===== config.mk =====
export PLATFORM = sky130hd
export DESIGN_NAME = scan_trigger_alarm_io
export DESIGN_NICKNAME = d
export VERILOG_FILES = /design/src/trig_alarm_pkg.sv /design/src/scan_trigger_alarm_io.sv /design/src/trig_edge_filter.sv
export VERILOG_INCLUDE_DIRS = /design/src
export SDC_FILE = /design/constraint.sdc
export NUM_CORES = 1
export LEC_CHECK = 0
export BUFFER_PORTS_ARGS = -buffer_cell sky130_fd_sc_hd__buf_4
export CELL_PAD_IN_SITES_DETAIL_PLACEMENT = 0
export CELL_PAD_IN_SITES_GLOBAL_PLACEMENT = 2
export CORE_ASPECT_RATIO = 1.75
export CORE_MARGIN = 1.5
export CORE_UTILIZATION = 44
export CTS_CLUSTER_DIAMETER = 50
export CTS_CLUSTER_SIZE = 30
export DETAILED_ROUTE_END_ITERATION = 8
export GPL_TIMING_DRIVEN = 0
export PLACE_DENSITY_LB_ADDON = 0.1
export SLEW_MARGIN = 5
export SYNTH_ARGS = -nofsm -noshare
export SYNTH_HDL_FRONTEND = slang
export SYNTH_SLANG_ARGS = --single-unit

===== constraint.sdc =====
create_clock -name mclk_in -period 3.7 [get_ports mclk_in]
set_clock_uncertainty 0.15 [all_clocks]
set_input_delay 0.185 -clock mclk_in [delete_from_list [all_inputs] [get_ports mclk_in]]
set_output_delay 0.185 -clock mclk_in [all_outputs]
set_load 0.02 [all_outputs]

===== src/trig_alarm_map.svh =====
// Constants for the trigger and alarm pin logic
`ifndef TRIG_ALARM_MAP_SVH
`define TRIG_ALARM_MAP_SVH
`define CLK_PERIOD_NS        25
`define CLOSED_PULSE_NS      7000
`define CLOSED_PULSE_CYC     ((`CLOSED_PULSE_NS) / (`CLK_PERIOD_NS))
`define MIN_RATE_PERIOD_NS   1000000
`define MIN_RATE_PERIOD_CYC  ((`MIN_RATE_PERIOD_NS) / (`CLK_PERIOD_NS))
`define TRIG_MIN_WIDTH_NS    2000
`define TRIG_MIN_WIDTH_CYC   (((`TRIG_MIN_WIDTH_NS) + (`CLK_PERIOD_NS) - 1) / (`CLK_PERIOD_NS))
`define ALARM_PULSE_NS       7000
`define ALARM_PULSE_CYC      ((`ALARM_PULSE_NS) / (`CLK_PERIOD_NS))
`define NUM_ALARMS           4
`define CNT_W                16
`endif


===== src/trig_alarm_pkg.sv =====
// Types shared by the trigger and alarm pin logic
package trig_alarm_pkg;
   typedef logic [15:0] count_t;
   typedef enum logic [1:0] {
      CL_IDLE  = 2'b00,
      CL_PULSE = 2'b01,
      CL_GAP   = 2'b10
   } closed_state_t;
endpackage


===== src/scan_trigger_alarm_io.sv =====
// Rear-panel alarm, channel-closed and trigger pin logic
// Functional notes
// - Four alarm outputs pulse on alarm
// - About 7 us low pulse per measurement
// - Closed pulses at most 1000 per second
// - Trigger pulses of 2 us or more accepted
// - Trigger edge rising or falling, selectable
// - Closed output and trigger pace external meter
`timescale 1ns/100ps
`include "trig_alarm_map.svh"
module scan_trigger_alarm_io
   import trig_alarm_pkg::*;
(
   input  wire logic       mclk_in,
   input  wire logic       arst_n_in,
   input  wire logic [3:0] alarm_raise_in,
   input  wire logic       meas_done_in,
   input  wire logic       trig_in,
   input  wire logic       ext_trig_mode_in,
   input  wire logic       edge_falling_in,
   output logic            alarm_out_first,
   output logic            alarm_out_second,
   output logic            alarm_out_third,
   output logic            alarm_out_fourth,
   output logic            channel_closed_pulse_n_out,
   output logic            trigger_event_out
);
   import trig_alarm_pkg::*;

   logic [3:0]    alarm_r, alarm_nxt;
   count_t        alarm_cnt_r [4];
   count_t        alarm_cnt_nxt [4];
   closed_state_t cl_state_r, cl_state_nxt;
   count_t        cl_cnt_r, cl_cnt_nxt;
   logic          cl_pend_r, cl_pend_nxt;
   logic          closed_n_r, closed_n_nxt;

   // Trigger acts as the channel-advance input in external mode
   trig_edge_filter u_trig (
      .mclk_in         (mclk_in),
      .arst_n_in       (arst_n_in),
      .trig_in         (trig_in),
      .edge_falling_in (edge_falling_in),
      .enable_in       (ext_trig_mode_in),
      .trig_event_out  (trigger_event_out)
   );

   // Alarm pulses retrigger on a new raise, so none is lost
   always_comb begin
      for (int i = 0; i < `NUM_ALARMS; i++) begin
         alarm_cnt_nxt[i] = alarm_cnt_r[i];
         alarm_nxt[i]     = alarm_r[i];
         if (alarm_raise_in[i]) begin
            alarm_cnt_nxt[i] = 16'(`ALARM_PULSE_CYC - 1);
            alarm_nxt[i]     = 1'b1;
         end else if (alarm_cnt_r[i] != 16'h0000) begin
            alarm_cnt_nxt[i] = alarm_cnt_r[i] - 16'h0001;
         end else begin
            alarm_nxt[i] = 1'b0;
         end
      end
   end

   always_ff @(posedge mclk_in or negedge arst_n_in) begin
      if (!arst_n_in) begin
         alarm_r <= 4'h0;
         for (int i = 0; i < `NUM_ALARMS; i++) begin
            alarm_cnt_r[i] <= 16'h0000;
         end
      end else begin
         alarm_r     <= alarm_nxt;
         alarm_cnt_r <= alarm_cnt_nxt;
      end
   end

   assign alarm_out_first  = alarm_r[0];
   assign alarm_out_second = alarm_r[1];
   assign alarm_out_third  = alarm_r[2];
   assign alarm_out_fourth = alarm_r[3];

   // A completion during pulse or gap is held pending, then served
   always_comb begin
      cl_state_nxt = cl_state_r;
      cl_cnt_nxt   = cl_cnt_r;
      cl_pend_nxt  = cl_pend_r | meas_done_in;
      closed_n_nxt = closed_n_r;
      case (cl_state_r)
         CL_IDLE: begin
            closed_n_nxt = 1'b1;
            if (cl_pend_r || meas_done_in) begin
               cl_pend_nxt  = 1'b0;
               closed_n_nxt = 1'b0;
               cl_cnt_nxt   = 16'(`CLOSED_PULSE_CYC - 1);
               cl_state_nxt = CL_PULSE;
            end
         end
         CL_PULSE: begin
            if (cl_cnt_r != 16'h0000) begin
               cl_cnt_nxt = cl_cnt_r - 16'h0001;
            end else begin
               closed_n_nxt = 1'b1;
               // Spacing from start to start is one millisecond
               cl_cnt_nxt   = 16'(`MIN_RATE_PERIOD_CYC
                                  - `CLOSED_PULSE_CYC - 2);
               cl_state_nxt = CL_GAP;
            end
         end
         CL_GAP: begin
            if (cl_cnt_r != 16'h0000) begin
               cl_cnt_nxt = cl_cnt_r - 16'h0001;
            end else begin
               cl_state_nxt = CL_IDLE;
            end
         end
         default: begin
            cl_state_nxt = CL_IDLE;
            closed_n_nxt = 1'b1;
         end
      endcase
   end

   always_ff @(posedge mclk_in or negedge arst_n_in) begin
      if (!arst_n_in) begin
         cl_state_r <= CL_IDLE;
         cl_cnt_r   <= 16'h0000;
         cl_pend_r  <= 1'b0;
         closed_n_r <= 1'b1;
      end else begin
         cl_state_r <= cl_state_nxt;
         cl_cnt_r   <= cl_cnt_nxt;
         cl_pend_r  <= cl_pend_nxt;
         closed_n_r <= closed_n_nxt;
      end
   end

   assign channel_closed_pulse_n_out = closed_n_r;
endmodule


===== src/trig_edge_filter.sv =====
// Trigger input synchroniser, edge select and width qualifier
`timescale 1ns/100ps
`include "trig_alarm_map.svh"
module trig_edge_filter
   import trig_alarm_pkg::*;
(
   input  wire logic mclk_in,
   input  wire logic arst_n_in,
   input  wire logic trig_in,
   input  wire logic edge_falling_in,
   input  wire logic enable_in,
   output logic      trig_event_out
);
   logic   sync1_r, sync2_r, sync1_nxt, sync2_nxt;
   logic   armed_r, armed_nxt;
   logic   ev_r, ev_nxt;
   count_t width_r, width_nxt;
   logic   active;

   always_comb begin
      sync1_nxt = trig_in;
      sync2_nxt = sync1_r;
      // Active level follows the selected edge
      active    = edge_falling_in ? ~sync2_r : sync2_r;
      width_nxt = width_r;
      armed_nxt = armed_r;
      ev_nxt    = 1'b0;
      if (!active || !enable_in) begin
         width_nxt = '0;
         armed_nxt = 1'b1;
      end else if (armed_r) begin
         if (width_r == 16'(`TRIG_MIN_WIDTH_CYC - 1)) begin
            ev_nxt    = 1'b1;
            armed_nxt = 1'b0;
         end else begin
            width_nxt = width_r + 16'h0001;
         end
      end
   end

   always_ff @(posedge mclk_in or negedge arst_n_in) begin
      if (!arst_n_in) begin
         sync1_r <= 1'b0;
         sync2_r <= 1'b0;
         width_r <= 16'h0000;
         armed_r <= 1'b0;
         ev_r    <= 1'b0;
      end else begin
         sync1_r <= sync1_nxt;
         sync2_r <= sync2_nxt;
         width_r <= width_nxt;
         armed_r <= armed_nxt;
         ev_r    <= ev_nxt;
      end
   end

   assign trig_event_out = ev_r;
endmodule

# Yosys cells after proc, flatten, opt, wreduce, memory -nomap -nowiden
# Index checks and enable logic that the tools add are counted.
# classes
muxes	39
bitwise	3
eq_ne	12
addsub	6
reduce_logical	20
# ops
operator	n
$mux W16	14
$reduce_bool A16 Y1	5
$sub A16 B1 Y16 const B	5
$pmux W16 S3	1
$mux W1	19
$add A16 B1 Y16 const B	1
$eq A16 B7 Y1 const B	1
$ne A2 B2 Y1 const B	8
$reduce_bool A2 Y1	5
$mux W2	3
$pmux W2 S3	1
$reduce_and A3 Y1	2
$reduce_and A2 Y1	2
$pmux W1 S3	1
$reduce_bool A3 Y1	1
$eq A2 B1 Y1 const B	1
$eq A2 B2 Y1 const B	1
$logic_not A1 Y1	2
$logic_not A2 Y1	1
$logic_or A1 B1 Y1	2
$ne A2 B1 Y1 const B	1
$not A1 Y1	2
$or A1 B1 Y1	1
# totals
output_inout_bits	6
in_bits	10
regBits	108

# Logic depth before layout (Yosys ltp)
# Gate-level depths: netlist of run 1.
# depth
word_depth	6
ltp_mapped	8
ltp_nobuf	7

# Modules after synthesis
# Synthesis of run 1 repeated with hierarchy kept, for this count alone.
# hier_totals
hier_cells	603
area_unflattened_um2	5995.8
# by_module_without_submodules
mod	n_inst	area_each_um2	cells_each
scan_trigger_alarm_io	1	4885.9	503
trig_edge_filter	1	1109.8	100

# Worst setup path before layout of run 1
# Ideal clock, no wire load.
# synth_timing
path_type	register to register
from	register cl_cnt_r[1]
to	register cl_cnt_r[5]
setup_time_ns	0.122
required_time_ns	3.428
setup_slack_ns	1.273
stages_incl_launch_ff	8
arrival_ns	2.156
cell_sequence	dfrtp_1 inv_1 ha_1 or4b_4 or4_4 o31a_1 buf_6 a32o_1
# synth_via
elab_chain_cells	3
word_cells_on_any_way	7
classes_between	add/sub (1); eq/ne (1); mux (3); reduce/logical (2)
# synth_lines
element	line	text
start: declaration	scan_trigger_alarm_io.sv:34	count_t cl_cnt_r, cl_cnt_nxt;
start signal: assignment	scan_trigger_alarm_io.sv:130	cl_cnt_r <= cl_cnt_nxt;
$sub A16 B1 Y16 or $reduce_bool A16 Y1 (tied branches)	--	
$mux W16, or another cell as far along	scan_trigger_alarm_io.sv:109	if (cl_cnt_r != 16'h0000) begin
$pmux W16 S3 or $reduce_and A3 Y1 (tied branches)	--	
# Several ways; a longest one is shown, not always the timed one. The select of a mux whose other input is x is not followed.
# A chain may end at the register's enable or synchronous reset.

# Final worst setup path of run 1
# layout_timing
from	register cl_state_r[0]
to	register cl_cnt_r[3]
# layout_via
elab_chain_cells	3
word_cells_on_any_way	8
classes_between	eq/ne (4); mux (1); reduce/logical (3)
# layout_lines
element	line	text
start: declaration	scan_trigger_alarm_io.sv:33	closed_state_t cl_state_r, cl_state_nxt;
start signal: assignment	scan_trigger_alarm_io.sv:129	cl_state_r <= cl_state_nxt;
$eq A2 B2 Y1, or another cell as far along	scan_trigger_alarm_io.sv:87	case (cl_state_r)
$ne A2 B2 Y1 (no line) or $reduce_bool A3 Y1 (tied branches)	--	
$reduce_and A3 Y1 (no line)	--	
# Several ways; a longest one is shown, not always the timed one.

==> impl_metrics.yaml, run 1 <==
critical_path:
  cp.required_ps: 3820
  startpoint_type: "register"
  r2r_setup_slack_ps: 980
  worstReg2RegStart: "cl_state_r[0]"
  end_kind: "register"
  startpoint: "cl_state_r[0]"
  r2r_cells: 7
  cp_max_fo: 10
  crit_arrival_ps: 2840
  crit_type: "register to register"
  r2r-end: "cl_cnt_r[3]"
global_routing:
  grtUsageTotal_pct: 19.0
  grt_pass1_vias: 4323
  grt-ovfl-total: 0
  antenna_found_initial: 0
  grt_pass1_wl_um: 20400
  grt_max_degree: 109
synth:
  syn_avg_cell_area_sq_um: 9.81
  yosys_warnings: 0
  syn_area_sq_um: 5700
  async_flop_share_pct: 100
  synth_edf_count: 0
  synthFlopType: "dfrtp_1"
  synthTopCellsByArea: "dfrtp_1, xnor2_1, nor2_1, xor2_1, ha_1"
  synth_top_cell_area_share_pct: 47.0
  ys_seq_elements: 108
  ys_types: 67
  synth.most_common_cell: "dfrtp_1"
  yosys.area.top_type: "dfrtp_1"
  synthTopCellsByCount: "dfrtp_1, nor2_1, nand2_1, xnor2_1, nor3_1"
  syn_nets: 605
  ys_seq_area_share_pct: 47.5
  netlist_instances: 581
clock_tree:
  cts_hold_buf: 4
  cts_buffer_depth: 2
  clock_sinks: 108
  clk_latency_ps: 350
  cts-resized-gates: 0
  clk_pin_slew_ps: 70
  clock_tree.htree_level_count: 3
  cts-root-buf: "clkbuf_16"
  cts_setup_buffers: 0
  numCtsBuffers: 9
  tritoncts: "done"
sta:
  tightestPinTransition_ps: 988
  hold_violations: 0
  maxSlewHeadroom_pct: 34.1
  maxSlewViolCount: 0
  tns_ps: 0
  setup_viol: 0
  rsz0062_at_grt: "false"
  worst_slack_ps: 980
  finalCritPeriodShare_pct: 73.5
  fin_crit_ps: 2720
  max_freq_mhz: 368
flow_run:
  cap_violations: 0
drt:
  vias_per_cell: 5.53
  via_count: 4322
  routed_wl_um: 11800
  first_pass_iters: 4
  drc_errors: 0
  drtIter0Drc: 158
  wl_per_cell_um: 15.2
  ant_nets: 0
die:
  dieArea_sq_um: 13700
  initial_core_util_pct: 45.3
  num_rows: 54
  core_sq_um: 12600
  die_w_um: 89.0
  ioPinCount: 16
  die_y_um: 154
power:
  p_leak_nw: 2.51
  p_per_area_nw_per_um2: 446
  irDropWorstVdd_mv: 0.270
min_path:
  min_path_type: "primary input to register"
  worstHoldStart: "alarm_raise_in[3]"
  hold_depth: 2
  worstHoldEndpoint: "alarm_cnt_r[6]"
run_status:
  outcome: "completed"
placed_design:
  dp_hpwl_um: 8200
  port_buffers: 12
  globalplace.congestion: 0.810
  dp_slack_ps: 1020
final_layout:
  antenna_cells: 0
  nets: 632
  drive_gt1_share_pct: 8.16
  synthToLayoutAreaGrowth_pct: 11.0
  num-fill-cells: 1234
  multi_input_area_sq_um: 2850
  seq_area_sq_um: 2700
power breakdown:
part | total, mW | leakage, nW | internal (mW) | switching (mW)
Clock | 0.926 | 0.136 | 0.495 | 0.431
Sequential | 1.32 | 1.36 | 1.25 | 0.0682
Combinational | 0.574 | 1.01 | 0.213 | 0.361
per-stage QoR:
step                power (mW)  utilization, %  std cells  cell area, sq um  hold slack (ps)
global route              2.98            50.3        781              6320             77.9
detailed placement        1.92            47.8        761              6000              147
finish                    2.82            50.3        781              6320             40.3
global placement          1.91            47.7        761              6000              145
CTS                       2.86            50.3        781              6320             44.7
floorplan                 1.74               -        581              5700             -261
layout make-up:
| type | instances | share of cell area, % |
|---|---|---|
| inverter | 18 | 1.07 |
| timing repair buffer | 16 | 2.12 |
| sequential | 108 | 42.8 |
| clock buffer | 13 | 4.12 |
| multi-input combinational | 438 | 45.0 |
| buffer | 17 | 1.27 |
| clock inverter | 3 | 0.336 |
| tap | 168 | 3.32 |
kinds of logic after synthesis:
family / after synthesis / synth area share [%]
XOR/XNOR: 60 / 9.22
buffers and inverters: 35 / 2.59
multiplexers: 5 / 0.900
adder cells (fa/ha/maj): 14 / 3.07
AO/OA/AOI/OAI: 94 / 12.1
flip-flops: 108 / 47.5
AND/OR/NAND/NOR: 265 / 24.7
worst max path at each step:
stage          cells after the start            to  slack (ps)
2_1_floorplan                      7   cl_cnt_r[5]        1270
3_3_place_gp                       7   cl_cnt_r[4]        1050
3_5_place_dp                       8  cl_cnt_r[14]        1020
4_1_cts                            8  cl_cnt_r[13]        1010
5_1_grt                            7   cl_cnt_r[3]         810
6_report                           7   cl_cnt_r[3]         980
critical path: stages (launching register included):
cell and delay [ps]:
dfrtp_1 410, inv_1 90, ha_1 150, clkbuf_1 380
o21ai_1 330, nor3_1 780, a31oi_1 180, a31oi_1 180
layout by cell type, fill, tap and decap left out, types with 20 or more instances in the layout:
cell and n:
a21oi_1 20, dfrtp_1 107, nor2_1 80, xor2_1 25
nor3_1 26, o21ai_0 20, nor4_1 23, nand2_1 35
xnor2_1 35
per-layer routing:
metal  global-route usage [%]  part of all wire (%)  vias to the layer above
met2                     33.3                    53                       41
li1                         -                     -                     2139
met4                     7.40                   2.2                        0
met3                     2.79                   2.0                       16
met1                     22.8                    43                     2126
met5                        0                     0                        -
registers in the layout (all words and copies together) (netlist names):
register / count
u_trig.armed_r: 1
u_trig.sync2_r: 1
channel_closed_pulse_n_out: 1
alarm_r: 4
cl_pend_r: 1
cl_cnt_r: 16
alarm_cnt_r: 64
u_trig.sync1_r: 1
u_trig.width_r: 16
cl_state_r: 2
u_trig.trig_event_out: 1
No activity file was read; power rests on OpenSTA's default activity.
==> inputs of run 2 (changes only) <==
CORE_UTILIZATION = 41   (was 44)
clock period = 2.67 ns   (was 3.7 ns; I/O delays follow)
==> run 2 against run 1 <==
Compared with the run above: setup slack worse by 880 ps; routed wire length up 1.9%; die area up 7.1%; clock-buffer cell count down 2; cell count up 1.4%; design area up 2.1%; critical path depth unchanged; worst hold slack worse by 26 ps; highest routed layer unchanged; global-route usage down 1.5 points; via count up 0.76%; power up 46%; non-clock buffer count up 5.
==> impl_metrics.yaml, run 2 (synthesized netlist as in run 1, its figures left out) <==
min_path:
  min_path_type: "primary input to register"
  hold_depth: 2
final_layout:
  largestRegisters: "alarm_cnt_r x64, cl_cnt_r x16, u_trig.width_r x16"
  mostFrequentLayoutCells: "dfrtp_1, nor2_1, nand2_1, xnor2_1, xor2_1"
  antenna_cells: 0
  final_area_sq_um: 6460
  top_register: "alarm_cnt_r"
  multi_input_area_sq_um: 2890
  layout_commonest_cell: "dfrtp_1"
  seq_area_sq_um: 2700
  synthToLayoutAreaGrowth_pct: 13.4
  num-fill-cells: 1336
  nets: 637
  drive_gt1_share_pct: 9.71
  largest_reg_flops: 64
critical_path:
  crit_arrival_ps: 2650
  startpoint_type: "register"
  path_buf_inv: 2
  end_kind: "register"
  slowest_delay_ps: 510
  crit_slowest_cell: "or4b_4"
  cp_top_family: "simple AND/OR/NAND/NOR gates"
  cp.required_ps: 2760
  cp_max_fo: 10
  r2r_cells: 7
  crit_type: "register to register"
  cp_num_cells: 7
  crit_chain: "inv_1 > ha_2 > or4b_4 > or4_4 > o31a_1 > buf_6 > a32o_1"
clock_tree:
  cts_buffer_depth: 2
  numCtsBuffers: 9
  tritoncts: "done"
  clock_sinks: 108
  clk_latency_ps: 360
  clk_pin_slew_ps: 70
  cts-root-buf: "clkbuf_16"
  clock_tree.htree_level_count: 3
global_routing:
  grt-ovfl-total: 0
  grtUsageTotal_pct: 17.5
  grt_pass1_wl_um: 20700
  grt_max_degree: 109
  grt_pass1_vias: 4378
  antenna_found_initial: 0
sta:
  fin_crit_ps: 2570
  tightestPinTransition_ps: 1010
  setup_viol: 0
  finalCritPeriodShare_pct: 96.1
  maxSlewHeadroom_pct: 32.7
  max_freq_mhz: 390
  hold_violations: 0
  maxSlewViolCount: 0
placed_design:
  globalplace.congestion: 0.842
  place_area_sq_um: 6010
  dp_hpwl_um: 8310
  port_buffers: 12
run_status:
  outcome: "completed"
die:
  die_y_um: 159
  dieArea_sq_um: 14600
  ioPinCount: 16
  core_sq_um: 13500
  die_w_um: 92.1
  initial_core_util_pct: 42.4
  num_rows: 56
power:
  p_leak_nw: 2.56
  report.power.total_mw: 4.12
  irDropWorstVdd_mv: 0.455
  p_per_area_nw_per_um2: 638
drt:
  vias_per_cell: 5.50
  via_count: 4355
  drc_errors: 0
  first_pass_iters: 4
  ant_nets: 0
  drtIter0Drc: 152
  wl_per_cell_um: 15.2
  routed_wl_um: 12100
flow_run:
  cap_violations: 0
[run 2: what timing repair did]
action / in CTS / in global routing
endpoints found under the setup margin: 5 / 15
hold buffers: 5 / 0
hold endpoints to repair: 121 / 0
setup buffers: 2 / 2
pin swaps: 1 / 1
gates resized for setup: 1 / 8
[run 2: path summary, 6_finish.rpt]
check	start	end	slack (ps)
min in group asynchronous	arst_n_in	alarm_cnt_r[24]	300
setup reg to reg	cl_cnt_r[1]	cl_cnt_r[5]	100
setup / recovery	cl_cnt_r[1]	cl_cnt_r[5]	100
hold reg to reg	u_trig.sync1_r	u_trig.sync2_r	200
max in group asynchronous	arst_n_in	alarm_cnt_r[31]	1360
hold / removal	alarm_raise_in[3]	alarm_cnt_r[6]	10
[run 2: layout make-up]
class	instances	area share, %
clock inverters	5	1.32
clock buffers	11	3.60
flip-flops and latches	108	41.9
plain buffers	17	1.24
well taps	174	3.37
inverters	18	1.05
repair buffers	21	2.75
multi-input cells	438	44.8
[run 2: power breakdown]
group	switching (mW)	leakage, nW	internal, mW
registers	0.0977	1.36	1.74
logic	0.520	1.04	0.327
clock network	0.612	0.150	0.829
[run 2: metrics by stage]
stage / setup slack, ps / hold slack (ps) / cells / utilization (%) / TNS [ps]
after floorplan: 243 / -312 / 581 / - / 0
after global placement: 8.93 / 93.1 / 767 / 44.6 / 0
after detailed placement: -4.18 / 94.4 / 767 / 44.7 / -7.41
after CTS: 52.1 / 21.9 / 790 / 47.6 / 0
after global routing: -2.52 / 63.8 / 792 / 48.0 / -2.52
final: 103 / 13.8 / 792 / 48.0 / 0
[run 2: layer usage]
layer | global-route usage (%) | wire length [um] | vias to the layer above
li1 | - | - | 2148
met1 | 20.1 | 4970 | 2127
met2 | 31.8 | 6500 | 61
met3 | 2.20 | 312 | 19
met4 | 7.90 | 278 | 0
met5 | 0 | 0 | -
==> inputs of run 3 (changes only) <==
RECOVER_POWER = 100   (was not set)
==> run 3 against run 2 <==
Compared with the run above: clock power about the same; utilization decreased by 0.50 points; largest power group unchanged; critical path type unchanged; cell count unchanged; setup slack got worse by 4.9 ps; critical endpoint unchanged; combinational power decreased by 0.9%; first-iteration DRC count increased by 12%; clock-buffer cell count unchanged; the run now ends with max-slew violations left; register-to-register slack about the same; global-route usage unchanged; power decreased by 0.23%; worst hold slack improved by 1.5 ps; routed wire length decreased by 0.46%.
==> impl_metrics.yaml, run 3 (synthesized netlist as in run 1, its figures left out) <==
run_status:
  outcome: "complete, but fails checks"
  failed_checks: "max-slew violations"
clock_tree:
  clock_sinks: 108
  numCtsBuffers: 9
  clk_pin_slew_ps: 70
  cts_buffer_depth: 2
  clock_tree.htree_level_count: 3
  cts-root-buf: "clkbuf_16"
  tritoncts: "done"
  clk_latency_ps: 350
sta:
  maxSlewViolCount: 49
  tightestPinTransition_ps: 1500
  finalCritPeriodShare_pct: 96.3
  setup_viol: 0
  maxSlewHeadroom_pct: -0.221
  hold_violations: 0
  max_freq_mhz: 389
  fin_crit_ps: 2570
flow_run:
  cap_violations: 0
global_routing:
  grtUsageTotal_pct: 17.5
  grt_max_degree: 109
  grt_pass1_vias: 4378
  grt_pass1_wl_um: 20700
  grt-ovfl-total: 0
  antenna_found_initial: 0
die:
  dieArea_sq_um: 14600
  core_sq_um: 13500
  num_rows: 56
  die_y_um: 159
  ioPinCount: 16
  die_w_um: 92.1
  initial_core_util_pct: 42.4
critical_path:
  cp_top_family: "simple AND/OR/NAND/NOR gates"
  cp.required_ps: 2750
  crit_type: "register to register"
  startpoint_type: "register"
  crit_arrival_ps: 2660
  startpoint: "cl_cnt_r[1]"
  end_kind: "register"
  crit_end: "cl_cnt_r[5]"
  path_buf_inv: 2
  crit_slowest_cell: "or4b_4"
  worstReg2RegStart: "cl_cnt_r[1]"
  cp_max_fo: 10
  r2r_setup_slack_ps: 100
  crit_chain: "inv_1 > ha_2 > or4b_4 > or4_4 > o31a_1 > buf_6 > a32o_1"
  cp_num_cells: 7
  slowest_delay_ps: 510
  r2r-end: "cl_cnt_r[5]"
  r2r_cells: 7
power:
  report.power.total_mw: 4.11
  p_per_area_nw_per_um2: 643
  p_leak_nw: 2.54
  irDropWorstVdd_mv: 0.454
final_layout:
  largestRegisters: "alarm_cnt_r x64, cl_cnt_r x16, u_trig.width_r x16"
  post-route-util_pct: 47.5
  synthToLayoutAreaGrowth_pct: 12.2
  antenna_cells: 0
  layout_commonest_cell: "dfrtp_1"
  largest_reg_flops: 64
  mostFrequentLayoutCells: "dfrtp_1, nor2_1, nand2_1, xnor2_1, xor2_1"
  nets: 637
  drive_gt1_share_pct: 8.09
  top_register: "alarm_cnt_r"
drt:
  first_pass_iters: 4
  ant_nets: 0
  routed_wl_um: 12000
  drc_errors: 0
  vias_per_cell: 5.50
  drtIter0Drc: 170
  wl_per_cell_um: 15.2
  via_count: 4359
placed_design:
  globalplace.congestion: 0.842
  dp_hpwl_um: 8310
  port_buffers: 12
min_path:
  min_path_type: "primary input to register"
-- run 3: final cells by class --
| class | count | area, sq um |
|---|---|---|
| Fill cell | 1341 | 7060 |
| Multi-Input combinational cell | 438 | 2850 |
| Sequential cell | 108 | 2700 |
| Clock buffer | 11 | 233 |
| Tap cell | 174 | 218 |
| Timing Repair Buffer | 21 | 151 |
| Clock inverter | 5 | 85.1 |
| Buffer | 17 | 78.8 |
| Inverter | 18 | 67.6 |
-- run 3: worst min path at each step --
stage                            startpoint        endpoint  slack [ps]  depth (start not counted)
after floorplan                   arst_n_in  alarm_cnt_r[0]        -310                          0
after global placement              trig_in  u_trig.sync1_r          90                          1
after detailed placement            trig_in  u_trig.sync1_r          90                          1
after CTS                 alarm_raise_in[3]  alarm_cnt_r[6]          20                          2
after global routing      alarm_raise_in[3]  alarm_cnt_r[6]          60                          2
final                     alarm_raise_in[3]  alarm_cnt_r[6]          20                          2
-- run 3: through the flow --
step / hold slack (ps) / cell area [sq um] / std cells / setup TNS, ps / setup WS (ps)
2_1_floorplan: -312 / 5700 / 581 / 0 / 243
3_3_place_gp: 93.1 / 6010 / 767 / 0 / 8.93
3_5_place_dp: 94.4 / 6010 / 767 / -7.41 / -4.18
4_1_cts: 21.9 / 6400 / 790 / 0 / 52.1
5_1_grt: 63.8 / 6390 / 792 / -2.52 / -2.52
6_report: 15.4 / 6390 / 792 / 0 / 98.0
-- run 3: power breakdown --
| part | switching (mW) | total (mW) | internal, mW |
|---|---|---|---|
| Sequential | 0.0980 | 1.83 | 1.74 |
| Combinational | 0.519 | 0.839 | 0.320 |
| Clock | 0.610 | 1.44 | 0.829 |
-- run 3: what timing repair did --
action                                  4_1_cts  5_1_grt
endpoints found under the setup margin        5       15
buffers inserted                              2        2
hold buffers                                  5        0
pin swaps                                     1        1
resized for setup                             1        8
hold endpoints to repair                    121        0
-- run 3: routing by layer --
layer / GRT usage (%) / vias to the layer above / wire length, um
li1: - / 2152 / -
met2: 31.8 / 57 / 6520
met1: 20.1 / 2133 / 4980
met5: 0 / - / 0
met3: 2.20 / 17 / 289
met4: 7.90 / 0 / 222
